File: src/include/rtctk_pkg.sv
/*
 Constants of the real time clock timekeeping block: SFR offsets,
 configuration bit positions, reset values and tick timing.
 Assumes an 8-bit SFR port and a crystal near 32 kHz.
*/
// What this block does
// - Fraction counter advances every 1/128 s from the crystal clock.
// - Fraction wraps 127 to 00 and increments seconds.
// - Seconds wrap 59 to 00 and increment minutes.
// - Minutes wrap 59 to 00 and increment hours.
// - With day-wrap select set, hours wrap 23 to 00.
// - With day-wrap select clear, hours wrap 255 to 00.
// - Every hour wrap sets the day-rollover flag and raises an interrupt.
// - Time counters survive soft resets; only power-on reset clears them.
// - Interval count equal to alarm value sets alarm flag and interrupt.
// - Interval counter is 8 bits, up to 256 units (alarm value 0).
// - An 8-bit software register holds the nominal trim value.
// - Trim register clears on every kind of reset.
// - Two-bit timebase picks 1/128 s, seconds, minutes or hours.
// - Single-shot clear restarts intervals; set gives one alarm only.
// - Timer disabled holds its counter at zero.
package rtctk_pkg;
    localparam logic [7:0] OFF_CFG      = 8'ha1;
    localparam logic [7:0] OFF_FRAC     = 8'ha2;
    localparam logic [7:0] OFF_SEC      = 8'ha3;
    localparam logic [7:0] OFF_MIN      = 8'ha4;
    localparam logic [7:0] OFF_HOUR     = 8'ha5;
    localparam logic [7:0] OFF_ALARM    = 8'ha6;
    localparam logic [7:0] OFF_TRIM     = 8'hf6;

    localparam int CFG_MIDNIGHT = 7;
    localparam int CFG_DAYWRAP  = 6;
    localparam int CFG_BASE_HI  = 5;
    localparam int CFG_BASE_LO  = 4;
    localparam int CFG_SINGLE   = 3;
    localparam int CFG_ALARM    = 2;
    localparam int CFG_TIMER_ON = 1;
    localparam int CFG_RTC_ON   = 0;

    localparam logic [7:0] RST_VAL      = 8'h00;
    localparam logic [7:0] FRAC_MAX     = 8'h7f;
    localparam logic [7:0] SEC_MAX      = 8'h3b;
    localparam logic [7:0] MIN_MAX      = 8'h3b;
    localparam logic [7:0] HOUR_MAX_24  = 8'h17;
    localparam logic [7:0] HOUR_MAX_256 = 8'hff;

    localparam int XTAL_HZ = 32768;
    localparam int TICK_HZ = 128;
    localparam int EDGES_PER_TICK = XTAL_HZ / TICK_HZ;

    typedef enum logic [1:0] {
        RTCTK_BASE_FRAC,
        RTCTK_BASE_SEC,
        RTCTK_BASE_MIN,
        RTCTK_BASE_HOUR
    } rtctk_base_t;
endpackage

File: src/include/rtctk_evt_if.sv
/*
 Carrier of ticks, rollover events and interval timer settings
 between the timekeeping core, the tick generator and the interval timer.
 Assumes all three run on the same clock.
*/
`timescale 1ns/10ps
`default_nettype none
interface rtctk_evt_if;
    logic                tick;
    logic                frac_zero;
    logic [7:0]          trim;
    logic                sec_evt;
    logic                min_evt;
    logic                hour_evt;
    logic                it_on;
    rtctk_pkg::rtctk_base_t it_base;
    logic                it_single;
    logic [7:0]          it_value;
    logic                alarm_hit;

    modport gen   (input trim, input frac_zero, output tick);
    modport timer (input tick, input sec_evt, input min_evt, input hour_evt,
                   input it_on, input it_base, input it_single, input it_value,
                   output alarm_hit);
    modport core  (input tick, input alarm_hit, output frac_zero, output trim,
                   output sec_evt, output min_evt, output hour_evt,
                   output it_on, output it_base, output it_single, output it_value);
endinterface
`default_nettype wire

File: src/verilog/rtctk_tick_gen.sv
/*
 Divides the synchronised crystal clock into the 1/128 s tick,
 stretching or shortening one tick per second by the trim value.
 Assumes the crystal input is asynchronous to clk_in.
*/
`timescale 1ns/10ps
`default_nettype none
module rtctk_tick_gen #(
    parameter int EDGES = rtctk_pkg::EDGES_PER_TICK
) (
    input  wire logic clk_in,
    input  wire logic rst_n_in,
    input  wire logic xtal_in,
    rtctk_evt_if.gen  evt
);
    if (EDGES < 130 || EDGES > 800) begin : g_chk
        $error("EDGES out of range for trim arithmetic");
    end

    logic       xs1_r;
    logic       xs2_r;
    logic       xs3_r;
    logic       rise;
    logic [9:0] cnt_r;
    logic [9:0] target;
    logic       tick_r;

    always_ff @(posedge clk_in or negedge rst_n_in) begin
        if (!rst_n_in) begin
            xs1_r <= 1'b0;
            xs2_r <= 1'b0;
            xs3_r <= 1'b0;
        end else begin
            xs1_r <= xtal_in;
            xs2_r <= xs1_r;
            xs3_r <= xs2_r;
        end
    end

    assign rise = xs2_r & ~xs3_r;

    // First tick of each second absorbs the signed trim
    always_comb begin
        target = 10'(EDGES - 1);
        if (evt.frac_zero) begin
            target = 10'(EDGES - 1) + {{2{evt.trim[7]}}, evt.trim};
        end
    end

    always_ff @(posedge clk_in or negedge rst_n_in) begin
        if (!rst_n_in) begin
            cnt_r  <= 10'h000;
            tick_r <= 1'b0;
        end else begin
            tick_r <= rise && (cnt_r >= target);
            if (rise) begin
                cnt_r <= (cnt_r >= target) ? 10'h000 : cnt_r + 10'h001;
            end
        end
    end

    assign evt.tick = tick_r;
endmodule
`default_nettype wire

File: src/verilog/rtctk_interval.sv
/*
 Interval alarm timer: counts units of the selected timebase and
 pulses alarm_hit when the count reaches the alarm value.
 Assumes events from the core are one-cycle pulses on clk_in.
*/
`timescale 1ns/10ps
`default_nettype none
module rtctk_interval (
    input  wire logic  clk_in,
    input  wire logic  rst_n_in,
    input  wire logic  soft_rst_in,
    rtctk_evt_if.timer evt
);
    logic [7:0] cnt_r;
    logic       done_r;
    logic       hit_r;
    logic       unit;
    logic [7:0] cnt_inc;

    function automatic logic unit_sel(input rtctk_pkg::rtctk_base_t b,
                                      input logic t, input logic s,
                                      input logic m, input logic h);
        unique case (b)
            rtctk_pkg::RTCTK_BASE_FRAC: unit_sel = t;
            rtctk_pkg::RTCTK_BASE_SEC:  unit_sel = s;
            rtctk_pkg::RTCTK_BASE_MIN:  unit_sel = m;
            rtctk_pkg::RTCTK_BASE_HOUR: unit_sel = h;
        endcase
    endfunction

    assign unit    = unit_sel(evt.it_base, evt.tick, evt.sec_evt, evt.min_evt, evt.hour_evt);
    assign cnt_inc = cnt_r + 8'h01;

    always_ff @(posedge clk_in or negedge rst_n_in) begin
        if (!rst_n_in) begin
            cnt_r  <= 8'h00;
            done_r <= 1'b0;
            hit_r  <= 1'b0;
        end else begin
            hit_r <= 1'b0;
            if (soft_rst_in || !evt.it_on) begin
                cnt_r  <= 8'h00;
                done_r <= 1'b0;
            end else if (unit && !done_r) begin
                if (cnt_inc == evt.it_value) begin
                    cnt_r  <= 8'h00;
                    done_r <= evt.it_single;
                    hit_r  <= 1'b1;
                end else begin
                    cnt_r <= cnt_inc;
                end
            end
        end
    end

    assign evt.alarm_hit = hit_r;
endmodule
`default_nettype wire

File: src/verilog/rtctk_top.sv
/*
 Timekeeping core: fraction, seconds, minutes and hours counters,
 configuration and trim registers on the SFR port, day rollover and
 alarm flags, and the pending interrupt pulse.
 Assumes SFR strobes are synchronous to clk_in; soft_rst_in is the
 watchdog or external reset, a synchronous level on clk_in.
*/
`timescale 1ns/10ps
`default_nettype none
module rtctk_top #(
    parameter int EDGES = rtctk_pkg::EDGES_PER_TICK
) (
    input  wire logic       clk_in,
    input  wire logic       rst_n_in,
    input  wire logic       soft_rst_in,
    input  wire logic       xtal_in,
    input  wire logic [7:0] sfr_addr_in,
    input  wire logic       sfr_wr_in,
    input  wire logic [7:0] sfr_wdata_in,
    output logic      [7:0] sfr_rdata_out,
    output logic            rtc_irq_out
);
    logic       rst_s1_r;
    logic       rst_n;
    logic [7:0] frac_r;
    logic [7:0] sec_r;
    logic [7:0] min_r;
    logic [7:0] hour_r;
    logic [7:0] alarm_val_r;
    logic [7:0] trim_r;
    logic       midnight_r;
    logic       day_wrap_r;
    logic [1:0] base_r;
    logic       single_r;
    logic       alarm_r;
    logic       timer_on_r;
    logic [7:0] rdata_nxt;
    logic [7:0] hour_max;
    logic       day_evt;
    logic       wr_cfg;
    logic       wr_frac;
    logic       wr_sec;
    logic       wr_min;
    logic       wr_hour;

    rtctk_evt_if evt ();

    // Power-on reset release
    always_ff @(posedge clk_in or negedge rst_n_in) begin
        if (!rst_n_in) begin
            rst_s1_r <= 1'b0;
            rst_n    <= 1'b0;
        end else begin
            rst_s1_r <= 1'b1;
            rst_n    <= rst_s1_r;
        end
    end

    function automatic logic wr_hit(input logic [7:0] a, input logic [7:0] off, input logic w);
        wr_hit = w && (a == off);
    endfunction

    function automatic logic [7:0] step(input logic [7:0] v, input logic [7:0] max);
        step = (v >= max) ? rtctk_pkg::RST_VAL : v + 8'h01;
    endfunction

    assign wr_cfg  = wr_hit(sfr_addr_in, rtctk_pkg::OFF_CFG, sfr_wr_in);
    assign wr_frac = wr_hit(sfr_addr_in, rtctk_pkg::OFF_FRAC, sfr_wr_in);
    assign wr_sec  = wr_hit(sfr_addr_in, rtctk_pkg::OFF_SEC, sfr_wr_in);
    assign wr_min  = wr_hit(sfr_addr_in, rtctk_pkg::OFF_MIN, sfr_wr_in);
    assign wr_hour = wr_hit(sfr_addr_in, rtctk_pkg::OFF_HOUR, sfr_wr_in);

    // Rollover cascade, each stage qualified by the one below
    assign hour_max      = day_wrap_r ? rtctk_pkg::HOUR_MAX_24
                                      : rtctk_pkg::HOUR_MAX_256;
    assign evt.sec_evt   = evt.tick && (frac_r >= rtctk_pkg::FRAC_MAX);
    assign evt.min_evt   = evt.sec_evt && (sec_r >= rtctk_pkg::SEC_MAX);
    assign evt.hour_evt  = evt.min_evt && (min_r >= rtctk_pkg::MIN_MAX);
    assign day_evt       = evt.hour_evt && (hour_r >= hour_max);
    assign evt.frac_zero = (frac_r == rtctk_pkg::RST_VAL);
    assign evt.trim      = trim_r;
    assign evt.it_on     = timer_on_r;
    assign evt.it_base   = rtctk_pkg::rtctk_base_t'(base_r);
    assign evt.it_single = single_r;
    assign evt.it_value  = alarm_val_r;

    rtctk_tick_gen #(
        .EDGES (EDGES)
    ) u_tick (
        .clk_in   (clk_in),
        .rst_n_in (rst_n),
        .xtal_in  (xtal_in),
        .evt      (evt)
    );

    rtctk_interval u_interval (
        .clk_in      (clk_in),
        .rst_n_in    (rst_n),
        .soft_rst_in (soft_rst_in),
        .evt         (evt)
    );

    // Time counters ignore soft_rst_in; a write beats a tick in the same cycle
    always_ff @(posedge clk_in or negedge rst_n) begin
        if (!rst_n) begin
            frac_r <= rtctk_pkg::RST_VAL;
        end else if (wr_frac) begin
            frac_r <= sfr_wdata_in;
        end else if (evt.tick) begin
            frac_r <= step(frac_r, rtctk_pkg::FRAC_MAX);
        end
    end

    always_ff @(posedge clk_in or negedge rst_n) begin
        if (!rst_n) begin
            sec_r <= rtctk_pkg::RST_VAL;
        end else if (wr_sec) begin
            sec_r <= sfr_wdata_in;
        end else if (evt.sec_evt) begin
            sec_r <= step(sec_r, rtctk_pkg::SEC_MAX);
        end
    end

    always_ff @(posedge clk_in or negedge rst_n) begin
        if (!rst_n) begin
            min_r <= rtctk_pkg::RST_VAL;
        end else if (wr_min) begin
            min_r <= sfr_wdata_in;
        end else if (evt.min_evt) begin
            min_r <= step(min_r, rtctk_pkg::MIN_MAX);
        end
    end

    always_ff @(posedge clk_in or negedge rst_n) begin
        if (!rst_n) begin
            hour_r <= rtctk_pkg::RST_VAL;
        end else if (wr_hour) begin
            hour_r <= sfr_wdata_in;
        end else if (evt.hour_evt) begin
            hour_r <= step(hour_r, hour_max);
        end
    end

    // Day-wrap select survives soft reset; the other settings do not
    always_ff @(posedge clk_in or negedge rst_n) begin
        if (!rst_n) begin
            day_wrap_r <= 1'b0;
        end else if (wr_cfg) begin
            day_wrap_r <= sfr_wdata_in[rtctk_pkg::CFG_DAYWRAP];
        end
    end

    always_ff @(posedge clk_in or negedge rst_n) begin
        if (!rst_n) begin
            base_r      <= 2'h0;
            single_r    <= 1'b0;
            timer_on_r  <= 1'b0;
            alarm_val_r <= rtctk_pkg::RST_VAL;
        end else if (soft_rst_in) begin
            base_r      <= 2'h0;
            single_r    <= 1'b0;
            timer_on_r  <= 1'b0;
            alarm_val_r <= rtctk_pkg::RST_VAL;
        end else begin
            if (wr_cfg) begin
                base_r     <= sfr_wdata_in[rtctk_pkg::CFG_BASE_HI:rtctk_pkg::CFG_BASE_LO];
                single_r   <= sfr_wdata_in[rtctk_pkg::CFG_SINGLE];
                timer_on_r <= sfr_wdata_in[rtctk_pkg::CFG_TIMER_ON];
            end
            if (wr_hit(sfr_addr_in, rtctk_pkg::OFF_ALARM, sfr_wr_in)) begin
                alarm_val_r <= sfr_wdata_in;
            end
        end
    end

    always_ff @(posedge clk_in or negedge rst_n) begin
        if (!rst_n) begin
            trim_r <= rtctk_pkg::RST_VAL;
        end else if (soft_rst_in) begin
            trim_r <= rtctk_pkg::RST_VAL;
        end else if (wr_hit(sfr_addr_in, rtctk_pkg::OFF_TRIM, sfr_wr_in)) begin
            trim_r <= sfr_wdata_in;
        end
    end

    // Flags: writing 0 clears, writing 1 keeps; a new event wins over the clear
    always_ff @(posedge clk_in or negedge rst_n) begin
        if (!rst_n) begin
            midnight_r <= 1'b0;
            alarm_r    <= 1'b0;
        end else if (soft_rst_in) begin
            midnight_r <= day_evt;
            alarm_r    <= evt.alarm_hit;
        end else begin
            midnight_r <= day_evt
                || (midnight_r && !(wr_cfg && !sfr_wdata_in[rtctk_pkg::CFG_MIDNIGHT]));
            alarm_r    <= evt.alarm_hit
                || (alarm_r && !(wr_cfg && !sfr_wdata_in[rtctk_pkg::CFG_ALARM]));
        end
    end

    always_ff @(posedge clk_in or negedge rst_n) begin
        if (!rst_n) begin
            rtc_irq_out <= 1'b0;
        end else begin
            rtc_irq_out <= day_evt || evt.alarm_hit;
        end
    end

    always_comb begin
        rdata_nxt = 8'h00;
        unique case (sfr_addr_in)
            rtctk_pkg::OFF_CFG: begin
                rdata_nxt = {midnight_r, day_wrap_r, base_r, single_r,
                             alarm_r, timer_on_r, 1'b1};
            end
            rtctk_pkg::OFF_FRAC:  rdata_nxt = frac_r;
            rtctk_pkg::OFF_SEC:   rdata_nxt = sec_r;
            rtctk_pkg::OFF_MIN:   rdata_nxt = min_r;
            rtctk_pkg::OFF_HOUR:  rdata_nxt = hour_r;
            rtctk_pkg::OFF_ALARM: rdata_nxt = alarm_val_r;
            rtctk_pkg::OFF_TRIM:  rdata_nxt = trim_r;
            default:              rdata_nxt = 8'h00;
        endcase
    end

    always_ff @(posedge clk_in or negedge rst_n) begin
        if (!rst_n) begin
            sfr_rdata_out <= 8'h00;
        end else begin
            sfr_rdata_out <= rdata_nxt;
        end
    end
endmodule
`default_nettype wire

File: config.mk
export PLATFORM = sky130hd
export DESIGN_NAME = rtctk_top
export DESIGN_NICKNAME = d
export VERILOG_FILES = /design/src/include/rtctk_pkg.sv /design/src/include/rtctk_evt_if.sv /design/src/verilog/rtctk_tick_gen.sv /design/src/verilog/rtctk_interval.sv /design/src/verilog/rtctk_top.sv
export SDC_FILE = /design/constraint.sdc
export NUM_CORES = 1
export LEC_CHECK = 0
export ABC_AREA = 1
export BUFFER_PORTS_ARGS = -buffer_cell sky130_fd_sc_hd__buf_2
export CAP_MARGIN = 10
export CORE_ASPECT_RATIO = 0.7
export CORE_MARGIN = 4
export CORE_UTILIZATION = 44
export CTS_CLUSTER_SIZE = 30
export DETAILED_ROUTE_END_ITERATION = 12
export SETUP_SLACK_MARGIN = 0.5
export SYNTH_ARGS = -nofsm -noshare
export SYNTH_HDL_FRONTEND = slang
export SYNTH_SLANG_ARGS = --single-unit
File: constraint.sdc
create_clock -name clk_in -period 3.4 [get_ports clk_in]
set_input_delay 0.34 -clock clk_in [delete_from_list [all_inputs] [get_ports clk_in]]
set_output_delay 0.34 -clock clk_in [all_outputs]
set_load 0.01 [all_outputs]
==> impl_summary.md <==
Logic synthesis
The number of warnings printed during yosys synthesis is 0. Each instance of the synthesized netlist takes up on average 7.40 µm². The share of synthesized area in the top cell type comes to 41.1%. The cell taking the most area after synthesis is sky130_fd_sc_hd__dfrtp_1. In this run the cell area of the synthesized design comes to roughly 5500 µm². The net count after synthesis is 783. Yosys attributes the largest share of cell area to sky130_fd_sc_hd__dfrtp_1 41%, sky130_fd_sc_hd__nand2_1 13%, sky130_fd_sc_hd__inv_1 6.6%.

Synthesis produced a netlist whose cell count is 741. The share of the Yosys chip area taken by registers is 41.1%. In this run, distinct cell masters in the synthesized netlist total between 40 and 50. The register bit count reported by yosys is 90.

Placed design
The count of input and output buffers is 29. Summed over all nets, the half-perimeter wirelength after detailed placement is between 10 and 15 mm. The worst setup timing slack at the placement stage is roughly 0.63 ns. The cell area after placement is 5820 µm². The placer congestion estimate is slightly above 0.9.

Clock network
The total number of H-tree levels is 3. The clock tree from TritonCTS is done. Counting the buffers created by CTS gives 9. After clock tree synthesis, the clock-pin slew on the worst setup and hold paths is 0.07 ns. The longest clock path from root to sink contains 2 buffers. The number of sinks on the clock net is 90. The root buffer cell is sky130_fd_sc_hd__clkbuf_16.

The post-CTS setup-driven buffer insertion count is 0. The clock network latency to the later pin of the worst-skew pair is around 0.34 ns.

Final layout
The finished cells cover 6120 µm². The repair_antennas step left the layout with diodes totalling 0. Compared with the post-synthesis result, the final layout area differs by 11.7%.

In the final design database the tool counted between 800 and 900 nets. Of the cells placed in the final design, the portion with a size suffix greater than 1 is a little over a tenth.

Floorplanning
The number of top-level pins is 30. The die is 101 µm tall. The region available for standard cell placement spans between 10,000 and 15,000 µm².

The die outline area is 14,300 µm². The overall die width is approximately 140 µm. The placement row count is 33. The starting density of the core is between 40% and 50%.

Power
The total power consumption of the routed design is 2.88 mW. The worst vdd rail ir drop is around 300 µV. The cell leakage power is between 2 and 3 nW.

The power density of the placed cells is approximately 470 nW/µm².

STA
The minimum clock period is around 2.6 ns. Setup repair after global routing left no endpoint under its margin. The highest clock frequency the design can meet is 0.392 GHz. The count of pins over their slew limit came to 0. The final cycle utilization of the critical path is between 70% and 80%. The relative slew slack is between 30% and 40%. The worst-margin pin slew is 1.01 ns. The final number of hold-violating endpoints is 0. The worst setup margin is roughly 0.85 ns.

The final count of negative-setup-slack endpoints is 0. After routing, the total negative slack on setup checks comes to 0 ns. The setup skew after layout is 0.00897 ns.

Worst setup path
Traced cell by cell, the critical path runs through inv_1 > ha_1 > inv_1 > nor4_2 > buf_4 > o21ai_0 > a21oi_1 > ha_1 > nand2_1 > nor2_1 > o211ai_1 > nand3_1 > o21ai_0 > inv_2 > nor3b_2. The largest single stage delay on the critical path is 0.42 ns. The critical-path maximum fanout is 8.

The slowest stage of the critical path belongs to the cell sky130_fd_sc_hd__dfrtp_1. The type of origin of the critical path is a register. The category of the critical setup timing path is register to register. The data arrival time of the critical path is roughly 2.8 ns.

STA classifies the critical path endpoint as a register. STA puts the critical path data required time at between 3 and 4 ns.

Global route
The largest net degree at the start of global routing is 79. The first global-routing pass estimated approximately 25 mm of wire. The number of global-route vias before repair came to ~4.8k.

The overall track demand over capacity in global routing is between 20 and 25%. After global routing the overflow that remains totals 0. The initial antenna violation count is 0.

Drt
The post-detailed-route DRC marker count is 0. The length of the first detailed-routing pass in iterations is 5. The routed wire length is about 15 mm. The final route contains a little over 5k vias.

The average routed wire per standard cell is between 15 and 20 µm. The average vias per placed instance is approximately 5.4. The detailed router's first-iteration violation count is 460. The detail route stage leaves a number of antenna-violating nets equal to 0.

Flow run
Across the run, the number of max-cap violations was 0.

Min path
In this run the worst hold path is classified as input port to register.

Outcome
The run finished with clean final reports.
cells by family (layout without fill, tap and decap cells):
kind of cell / count (synthesis) / after routing / share of synthesized area, %
AO/OA/AOI/OAI: 126 / 126 / 13.4
AND/OR/NAND/NOR: 367 / 367 / 29.4
adder cells (fa/ha/maj): 21 / 21 / 4.79
XOR/XNOR: 18 / 18 / 2.88
buffers and inverters: 118 / 161 / 8.38
other: 1 / 1 / 0.0684
flip-flops: 90 / 90 / 41.1
sequential cells by signal, summed over array words and instances, names as in the netlist, 2 cells and up:
signal and count:
min_r 8, alarm_val_r 8, u_tick.cnt_r 10, frac_r 8
sec_r 8, sfr_rdata_out 8, hour_r 8, base_r 2
evt.trim 8, u_interval.cnt_r 8
power by group:
group	leakage, nW	switching [mW]	internal (mW)	total, mW
logic	1.62	0.384	0.231	0.615
registers	1.21	0.135	1.17	1.30
clock network	0.139	0.428	0.535	0.963
metrics by stage:
step / hold slack [ns] / util (%) / std cells
3_5_place_dp: 0.128 / 48.7 / 924
6_report: 0.0979 / 51.3 / 941
3_3_place_gp: 0.125 / 48.7 / 924
5_1_grt: 0.0902 / 51.3 / 941
4_1_cts: 0.0932 / 51.2 / 941
2_1_floorplan: 0.0444 / - / 741
path summary, 6_finish.rpt:
check / endpoint / depth (start not counted) / from / slack [ns]
max: u_tick.cnt_r[6] / 15 / frac_r[0] / 0.85
min: u_tick.xs1_r / 1 / xtal_in / 0.1
max reg2reg: u_tick.cnt_r[6] / 15 / frac_r[0] / 0.85
min reg2reg: u_tick.xs2_r / 0 / u_tick.xs1_r / 0.35
max in group asynchronous: u_interval.cnt_r[0] / 1 / rst_n / 2.20
min in group asynchronous: rst_n / 2 / rst_n_in / 0.30
area by class of cell:
cell class,count,area (µm²)
clock buffers,12,256
clock inverters,4,26.3
fillers,1169,5810
inverters,110,413
multi-input cells,533,2780
flip-flops and latches,90,2260
well taps,157,196
repair buffers,35,193
cell usage after synthesis, drive strengths merged:
cell type	number
clkinv	3
dfrtp	90
a21boi	1
nor2	76
o21bai	2
inv	107
o31ai	2
or2	1
o211ai	4
o21ai	63
nand4	12
a221oi	3
ha	21
xnor2	2
o22ai	17
o2111ai	2
a21oi	20
a31oi	1
conb	1
clkbuf	2
o221ai	9
a211oi	1
nand3b	1
xor2	16
nor4	3
o21a	1
buf	6
nor3b	2
nand3	57
nor3	13
nand2	202
metal layers:
layer | track usage, % | part of all wire, % | up-vias
met5 | 0 | 0 | -
met4 | 5.31 | 1.3 | 0
met3 | 5.19 | 6.7 | 20
met2 | 33.7 | 44 | 150
met1 | 33.9 | 48 | 2422
li1 | - | - | 2516
critical path, delay by kind of cell (launching register included):
| kind | cells | cell delay (ns) |
|---|---|---|
| fa+ha+maj | 2 | 0.42 |
| buf+inv | 4 | 0.43 |
| simple gates | 5 | 0.62 |
| compound gates | 4 | 0.57 |
| flops | 1 | 0.42 |
repair_timing:
action | in CTS | in global routing
hold buffers | 1 | 0
hold endpoints to repair | 2 | 0
endpoints found under the setup margin | 0 | 8
gates resized for setup | 0 | 4
layout by cell type, fill, tap and decap left out, drive strengths merged, types with 4 or more instances in the layout:
cell type and n:
o211ai 4, nor3 13, dfrtp 90, o221ai 9, nor2 76, nand3 57, inv 108, nand4 12
o21ai 63, nand2 202, xor2 16, o22ai 17, buf 34, a21oi 20, clkinv 5, ha 21
clkbuf 12
No activity file was read; power rests on OpenSTA's default activity.
